[config.mk]
export PLATFORM = sky130hd
export DESIGN_NAME = jtsfb_bridge
export DESIGN_NICKNAME = d
export VERILOG_FILES = /design/src/shared/jtsfb_pkg.sv /design/src/hdl/jtsfb_bridge.sv /design/src/hdl/jtsfb_sync.sv
export SDC_FILE = /design/constraint.sdc
export NUM_CORES = 1
export LEC_CHECK = 0
export ABC_CLOCK_PERIOD_IN_PS = 3810
export BUFFER_PORTS_ARGS = -buffer_cell sky130_fd_sc_hd__buf_2
export CAP_MARGIN = 20
export CORE_ASPECT_RATIO = 0.8
export CORE_UTILIZATION = 37
export DETAILED_ROUTE_END_ITERATION = 10
export PLACE_DENSITY = 0.56
export SYNTH_ARGS = -nofsm -noshare
export SYNTH_HDL_FRONTEND = slang
export SYNTH_SLANG_ARGS = --single-unit
export TNS_END_PERCENT = 5
[constraint.sdc]
create_clock -name clk -period 3.81 [get_ports clk]
set_clock_uncertainty 0.15 [all_clocks]
set_input_delay 0.1905 -clock clk [delete_from_list [all_inputs] [get_ports clk]]
set_output_delay 0.1905 -clock clk [all_outputs]
set_load 0.01 [all_outputs]
[src/shared/jtsfb_pkg.sv]
// Shared constants and types of the JTAG to serial flash bridge
// Contract
// Simultaneous JTAG and active-serial attempts: JTAG wins, active-serial aborts.
// Board straps mode select inputs to the active-serial scheme.
// Host programs the flash using only the four JTAG pins.
// Glue logic carries JTAG accesses out onto the serial flash pins.
// Bridge drives flash clock, command out, select and reads flash data.
// Host configures only the master device in a chain.
// Master enters user mode though config done line is held low.
// Programming data arrives over JTAG, then goes to the flash.
// After flash programming the device never starts reconfiguration itself.
// Host issues the reconfiguration pulse instruction when programming completes.
// On reconfiguration the master resets and the bridge stops existing.
// Chip enable input is grounded or driven low for JTAG configuration.
// Select output doubles as parallel flash select; command out as data bit one.
// Chip enable output may be unused or serve as a user pin.
// Select stays high and clock idle outside JTAG flash transactions.
`default_nettype none
package jtsfb_pkg;
  // ==========================================================
  // Mode select strap codes
  localparam int MODE_W = 4;
  localparam logic [MODE_W-1:0] MODE_AS = 4'h2;
  localparam logic [MODE_W-1:0] MODE_AP = 4'h4;
  localparam logic [MODE_W-1:0] MODE_FPP = 4'hc;
  // ==========================================================
  // Timing of the reconfiguration request pulse
  localparam int CLK_NS = 40;
  localparam int RECONF_PULSE_NS = 200;
  localparam int RECONF_CYC = (RECONF_PULSE_NS + CLK_NS - 1) / CLK_NS;
  localparam int RCNT_W = 4;
  // ==========================================================
  // Synchroniser depth and reset levels
  localparam int SYNC_STAGES = 2;
  localparam logic SELECT_IDLE = 1'b1;
  localparam logic SCLK_IDLE = 1'b0;
  // ==========================================================
  // Bridge states, one-hot
  typedef enum logic [2:0] {
    ST_IDLE = 3'b001,
    ST_XFER = 3'b010,
    ST_RECONF = 3'b100
  } jtsfb_state_t;
endpackage
`default_nettype wire

[src/hdl/jtsfb_bridge.sv]
// JTAG to serial flash bridge: pin glue, priority, mode muxing, reconfig
`timescale 1ns/1ps
`default_nettype none
module jtsfb_bridge import jtsfb_pkg::*; (
  input wire logic clk, // System clock, 25 MHz
  input wire logic srst, // Synchronous reset, active high
  input wire logic jtag_tck, // JTAG test clock pin
  input wire logic jtag_tms, // JTAG mode select pin
  input wire logic jtag_tdi, // JTAG data in pin
  output logic jtag_tdo, // JTAG data out pin
  output logic jtag_tdo_oe, // TDO drive enable
  input wire logic bridge_sel, // Bridge user instruction selected
  input wire logic bridge_loaded, // Bridge design configured
  input wire logic reconfig_instr, // Reconfiguration pulse instruction seen
  input wire logic jtag_attempt, // JTAG configuration attempted
  input wire logic as_attempt, // Active-serial configuration attempted
  input wire logic config_done_line, // Shared done line, may be held low
  input wire logic [MODE_W-1:0] mode_select_straps, // Mode strap pins
  input wire logic flash_serial_input, // Data from the flash
  output logic serial_flash_clock, // Clock to the flash
  output logic serial_command_out, // Data to the flash, or data bit one
  output logic flash_select_n, // Flash select, or parallel flash select
  input wire logic par_data1, // Parallel data bit one from user logic
  input wire logic par_flash_ce_n, // Parallel flash select from user logic
  input wire logic user_ce_out, // User value for the chip enable output
  input wire logic user_ce_oe, // User drive enable for chip enable output
  output logic chain_ce_out, // Chip enable output pin value
  output logic chain_ce_oe, // Chip enable output drive enable
  output logic as_abort, // Active-serial configuration abandoned
  output logic jtag_grant, // JTAG configuration proceeds
  output logic user_mode, // Device in user mode with the bridge
  output logic reconfig_req, // Reset request to the configuration core
  output logic strap_is_as, // Straps selected active-serial
  output logic config_done_seen // Synchronised done line level
);
  // ==========================================================
  // Pin synchronisers
  localparam int NSYNC = 10 + MODE_W;
  logic [NSYNC-1:0] raw_pins;
  logic [NSYNC-1:0] sync_pins;
  assign raw_pins = {mode_select_straps, config_done_line, as_attempt, jtag_attempt,
                     reconfig_instr, bridge_loaded, bridge_sel, flash_serial_input,
                     jtag_tdi, jtag_tms, jtag_tck};
  jtsfb_sync #(.WIDTH(NSYNC)) u_sync (
    .clk(clk),
    .srst(srst),
    .async_in(raw_pins),
    .sync_out(sync_pins)
  );
  wire tck_s = sync_pins[0];
  wire tms_s = sync_pins[1];
  wire tdi_s = sync_pins[2];
  wire fsi_s = sync_pins[3];
  wire sel_s = sync_pins[4];
  wire loaded_s = sync_pins[5];
  wire pulse_s = sync_pins[6];
  wire jtag_att_s = sync_pins[7];
  wire as_att_s = sync_pins[8];
  wire done_s = sync_pins[9];
  wire [MODE_W-1:0] mode_s = sync_pins[NSYNC-1:10];

  // ==========================================================
  // Edge detection on synchronised levels
  logic tck_d;
  logic pulse_d;
  always_ff @(posedge clk) begin
    if (srst) begin
      tck_d <= 1'b0;
      pulse_d <= 1'b0;
    end else begin
      tck_d <= tck_s;
      pulse_d <= pulse_s;
    end
  end
  wire tck_rise = tck_s & ~tck_d;
  wire tck_fall = ~tck_s & tck_d;
  wire pulse_rise = pulse_s & ~pulse_d;

  // ==========================================================
  // Strap capture once the cleared synchronisers have refilled after reset
  logic [MODE_W-1:0] mode_latched;
  logic strap_taken;
  logic [SYNC_STAGES-1:0] strap_wait;
  always_ff @(posedge clk) begin
    if (srst) begin
      mode_latched <= '0;
      strap_taken <= 1'b0;
      strap_wait <= '0;
    end else begin
      strap_wait <= {strap_wait[SYNC_STAGES-2:0], 1'b1};
      if (!strap_taken && strap_wait[SYNC_STAGES-1]) begin
        mode_latched <= mode_s;
        strap_taken <= 1'b1;
      end
    end
  end
  // strap decode
  assign strap_is_as = strap_taken && (mode_latched == MODE_AS);
  wire strap_ap = strap_taken && (mode_latched == MODE_AP);
  wire strap_fpp = strap_taken && (mode_latched == MODE_FPP);

  // ==========================================================
  // Configuration priority: JTAG always wins
  // JTAG precedence
  assign jtag_grant = jtag_att_s;
  assign as_abort = as_att_s & jtag_att_s;
  assign config_done_seen = done_s;

  // ==========================================================
  // Bridge state machine
  jtsfb_state_t state;
  jtsfb_state_t next_state;
  logic [RCNT_W-1:0] rcnt;
  // Shift window: user instruction chosen and TMS low keeps shifting
  wire shift_act = sel_s & ~tms_s;
  wire may_bridge = user_mode & strap_is_as;
  wire rcnt_done = (rcnt == RCNT_W'(RECONF_CYC - 1));
  always_comb begin
    next_state = state;
    case (state)
      ST_IDLE: begin
        // only the host instruction leads to reconfig
        if (pulse_rise && user_mode) begin
          next_state = ST_RECONF;
        end else if (shift_act && may_bridge) begin
          next_state = ST_XFER;
        end
      end
      ST_XFER: begin
        if (pulse_rise) begin
          next_state = ST_RECONF;
        end else if (!shift_act) begin
          next_state = ST_IDLE;
        end
      end
      ST_RECONF: next_state = ST_RECONF;
      default: next_state = ST_IDLE;
    endcase
  end

  // State, user mode and reconfig counter
  always_ff @(posedge clk) begin
    if (srst) begin
      state <= ST_IDLE;
      user_mode <= 1'b0;
      rcnt <= '0;
      reconfig_req <= 1'b0;
    end else begin
      state <= next_state;
      // done line deliberately ignored
      if (loaded_s && state != ST_RECONF) begin
        user_mode <= 1'b1;
      end
      // reset pulse, then bridge gone until reset
      if (next_state == ST_RECONF) begin
        user_mode <= 1'b0;
        reconfig_req <= !(state == ST_RECONF && rcnt_done) && !(state == ST_RECONF && !reconfig_req);
        if (state == ST_RECONF && reconfig_req) begin
          rcnt <= rcnt_done ? rcnt : rcnt + 1'b1;
        end
      end
    end
  end

  // ==========================================================
  // Flash pin glue; TCK fall launches data, rise clocks the flash
  logic sclk;
  logic sdo;
  logic sel_n;
  logic tdo_q;
  wire in_xfer = (state == ST_XFER);
  always_ff @(posedge clk) begin
    if (srst) begin
      sclk <= SCLK_IDLE;
      sdo <= 1'b0;
      sel_n <= SELECT_IDLE;
      tdo_q <= 1'b0;
    end else begin
      // idle levels outside transfers
      sel_n <= !(next_state == ST_XFER);
      // flash clock follows TCK in a transfer
      if (in_xfer && tck_rise) begin
        sclk <= 1'b1;
      end else if (!in_xfer || tck_fall) begin
        sclk <= SCLK_IDLE;
      end
      // JTAG data forwarded to the flash
      if (in_xfer && tck_fall) begin
        sdo <= tdi_s;
      end
      // flash data returned on TDO
      if (in_xfer && tck_rise) begin
        tdo_q <= fsi_s;
      end
    end
  end

  // ==========================================================
  // Dual-purpose pins; AP mode hands both to user logic, FPP mode only command out
  logic par_ce_q;
  logic par_d1_q;
  always_ff @(posedge clk) begin
    if (srst) begin
      par_ce_q <= SELECT_IDLE;
      par_d1_q <= 1'b0;
    end else begin
      par_ce_q <= par_flash_ce_n;
      par_d1_q <= par_data1;
    end
  end
  // mode-dependent pin function
  assign flash_select_n = strap_ap ? par_ce_q : sel_n;
  assign serial_command_out = (strap_ap || strap_fpp) ? par_d1_q : sdo;
  // glue output to flash pins
  assign serial_flash_clock = sclk;
  assign jtag_tdo = tdo_q;
  assign jtag_tdo_oe = in_xfer;
  // chip enable output as user pin
  assign chain_ce_out = user_ce_out;
  assign chain_ce_oe = user_ce_oe & user_mode;
endmodule
`default_nettype wire

[src/hdl/jtsfb_sync.sv]
// Two-flop synchroniser bank for pins from outside the clock domain
`timescale 1ns/1ps
`default_nettype none
module jtsfb_sync import jtsfb_pkg::*; #(
  parameter int WIDTH = 1
) (
  input wire logic clk, // System clock
  input wire logic srst, // Synchronous reset, active high
  input wire logic [WIDTH-1:0] async_in, // Raw pin levels
  output logic [WIDTH-1:0] sync_out // Levels safe to use
);
  // ==========================================================
  // One pair of flops per bit; the first is read only by the second
  genvar i;
  generate
    for (i = 0; i < WIDTH; i++) begin : g_bit
      logic [SYNC_STAGES-1:0] stage;
      always_ff @(posedge clk) begin
        if (srst) begin
          stage <= '0;
        end else begin
          stage <= {stage[SYNC_STAGES-2:0], async_in[i]};
        end
      end
      assign sync_out[i] = stage[SYNC_STAGES-1];
    end
  endgenerate
endmodule
`default_nettype wire

==> impl_summary.log <==
INFO  metric run_status = finished clean
INFO  metric dominant_delay_contributor_by_cell_family_on_the_critical_path = simple AND/OR/NAND/NOR gates
INFO  metric report.power.total = 981 uW
INFO  metric yosysUniqueCellTypes = 44
INFO  metric detailed_place.area = 2040 um^2
INFO  metric grt_overflow = 0
INFO  metric cts.sinks = 52
INFO  metric flow.area_growth_from_synthesis = 24.3%
INFO  metric crit_path_top_delay_cell = sky130_fd_sc_hd__dfxtp_1
INFO  metric initial_utilization = 0.394
INFO  metric num_vias = 1246
INFO  metric critical_path_endpoint_category = output pin
INFO  metric critical_path.max_stage_delay = 410 ps
INFO  metric path_class = register to output pin
INFO  metric worst-slew-pin-transition = 802 ps
INFO  metric worst_hold_path_type = input port to output pin
INFO  metric timing_max_transition_violations_final = 0
INFO  metric detail-route-antenna-nets = 0
INFO  metric place.port_buffers = 30
INFO  metric htree_levels = 2
INFO  metric initial_antenna_violation_count = 0
INFO  metric dieWidth = 81.2 um
INFO  metric post-synth-top-area-fraction = 0.561
INFO  metric maxClockFrequency = 506 MHz
INFO  metric number_of_synthesized_register_bits = 52
INFO  metric mostFrequentLayoutCells = sky130_fd_sc_hd__dfxtp_1 (52), sky130_fd_sc_hd__nor2b_1 (34), sky130_fd_sc_hd__buf_2 (30)
INFO  metric layout-drive-gt1-share = 0.227
INFO  metric cts_hold_repair.buffers = 16
INFO  metric die_y = 65.3 um
INFO  metric detail_route.iter0.violations = 22
INFO  metric dr.pass1.iters = 4
INFO  metric synthesized_net_count = 192
INFO  metric cts_setup_buffers = 0
INFO  metric gp_routability_congestion = 0.732
INFO  metric vias_per_cell = 4.51
INFO  metric synth_top_area_cell = sky130_fd_sc_hd__dfxtp_1
INFO  metric grt_start_max_net_pins = 48
INFO  metric register_area = 1040 um^2
INFO  metric number_of_gates_given_a_new_drive_strength_after_cts = 0
INFO  metric route.detailed.drc = 0
INFO  metric drt-total-wl = 2.90 mm
INFO  metric setup_viol_count_final = 0
INFO  metric cts_root_buffer = sky130_fd_sc_hd__clkbuf_8
INFO  metric netlist_instances = 170
INFO  metric clock_insertion_delay_worst_skew = 290 ps
INFO  metric fin_crit_sh = 0.519
INFO  metric timing.critical_path.cells = nand2b_4 > nor3b_1 > nand2b_1 > mux2_1 > buf_2
INFO  metric total_die_area = 5300 um^2
INFO  metric final_hold_viol_count = 0
INFO  metric timing.critical_path.from_type = register
INFO  metric postLayoutCellArea = 2310 um^2
INFO  metric ios = 33
INFO  metric synth_top_cells_by_area = sky130_fd_sc_hd__dfxtp_1 (56%), sky130_fd_sc_hd__nor2b_1 (11%), sky130_fd_sc_hd__mux2i_1 (3.2%)
INFO  metric wire_length_of_the_first_global_routing_pass = 4.93 mm
INFO  metric grt_pass1_vias = 1176
INFO  metric synth-seq-area-share = 0.561
INFO  metric cap_viol_max_count = 0
INFO  metric worst-endpoint-arrival = 1640 ps
INFO  metric postSynthAreaPerCell = 10.9 um^2
INFO  metric n_fill_cell = 446
INFO  metric n_antenna_cell = 0
INFO  metric clk_pin_slew = 80 ps
INFO  metric power_leakage = 0.950 nW
INFO  metric fin_tns_setup = 0 ps
INFO  metric final_nets = 237
INFO  metric grt_util_all_layers = 0.125
INFO  metric minimum_clock_period_after_layout = 1980 ps
INFO  metric synth_area = 1860 um^2
INFO  metric core = 4710 um^2
INFO  metric hpwl_after_dpl = 1.99 mm
INFO  metric ctsLongestPathBuffers = 2
INFO  metric vdd_ir_drop_max = 0.220 mV
INFO  metric wl_per_cell = 10.5 um
INFO  metric cp_data_required_time = 3470 ps
INFO  metric tritoncts_clock_tree = built
INFO  metric critical_path.max_fanout = 3
INFO  metric cts_made_buffers = 5
INFO  metric multi_input_comb_area = 758 um^2
INFO  metric power.density = 425 nW/um^2
INFO  metric layout.cells.most_common = sky130_fd_sc_hd__dfxtp_1
INFO  metric synth_warnings = 0
INFO  metric rsz0062_at_grt = no
INFO  metric maxSlewHeadroom = 0.465
INFO  metric worst-path-buf-inv = 1
INFO  metric num_rows = 22
-- power by group --
group | switching (mW) | total, mW | internal, mW
sequential | 0.00709 | 0.569 | 0.562
clock | 0.161 | 0.356 | 0.195
combinational | 0.0223 | 0.0562 | 0.0339
total | 0.191 | 0.981 | 0.791
-- registers in the layout (all words and copies together), names as in the netlist, 2 cells and up --
name and flops:
mode_latched 4, rcnt 4, state 3, strap_wait 2, u_sync.g_bit.stage 28
-- cells in the mapped netlist (all sizes together) --
cell type and instances:
nor3b 2, or2b 2, nand3 5, a21bo 1, and3 2, nand2b 4, ha 2, mux2i 6
and4bb 1, dfxtp 52, or3b 1, nor3 2, xnor2 1, or3 1, and2 2, a21oi 5
a32oi 1, xor2 2, nor4b 1, o21ai 1, nor2 11, inv 3, maj3 1, a211o 1
clkbuf 6, and2b 2, o311ai 1, nand3b 3, nor2b 35, buf 2, or2 1, a31oi 1
o31ai 1, nand2 4, mux2 2, o22ai 1, clkinv 1
-- cells by family (layout without fill, tap and decap cells) --
logic type,count (synthesis),in the layout,synth area share
compound gates,13,13,0.0526
xor+xnor,3,3,0.0142
fa+ha+maj,3,3,0.0189
buf+inv,12,58,0.0303
flops,52,52,0.561
mux,8,8,0.0445
simple gates,79,79,0.278
-- area by class of cell --
cell class / count / area share
Inverter: 4 / 0.00651
Timing Repair Buffer: 46 / 0.134
Clock buffer: 6 / 0.0315
Clock inverter: 2 / 0.0152
Tap cell: 60 / 0.0325
Multi-Input combinational cell: 106 / 0.329
Sequential cell: 52 / 0.451
-- through the flow --
step | setup WS, ps | cells | hold slack, ps | util
after floorplan | 2180 | 170 | 144 | -
after global placement | 2050 | 252 | 224 | 0.433
after detailed placement | 2000 | 252 | 231 | 0.433
after CTS | 1810 | 276 | 231 | 0.490
after global routing | 1690 | 276 | 231 | 0.490
final | 1830 | 276 | 231 | 0.490
-- worst paths after layout --
kind | slack (ps) | to | cells past startpoint | start
max | 1830 | flash_select_n | 5 | strap_taken
min | 230 | chain_ce_out | 0 | user_ce_out
max reg2reg | 1960 | sel_n | 4 | state[0]
min reg2reg | 290 | u_sync.g_bit[6].stage[1] | 1 | u_sync.g_bit[6].stage[0]
-- per-layer routing --
layer  up-vias  routed length [um]  track usage
met4         0                  18       0.0424
met5         -                   0            0
met1       580                1410        0.145
li1        643                   -            -
met2        21                1370        0.207
met3         2                 103       0.0500
Power figures use the tool's default switching activity.
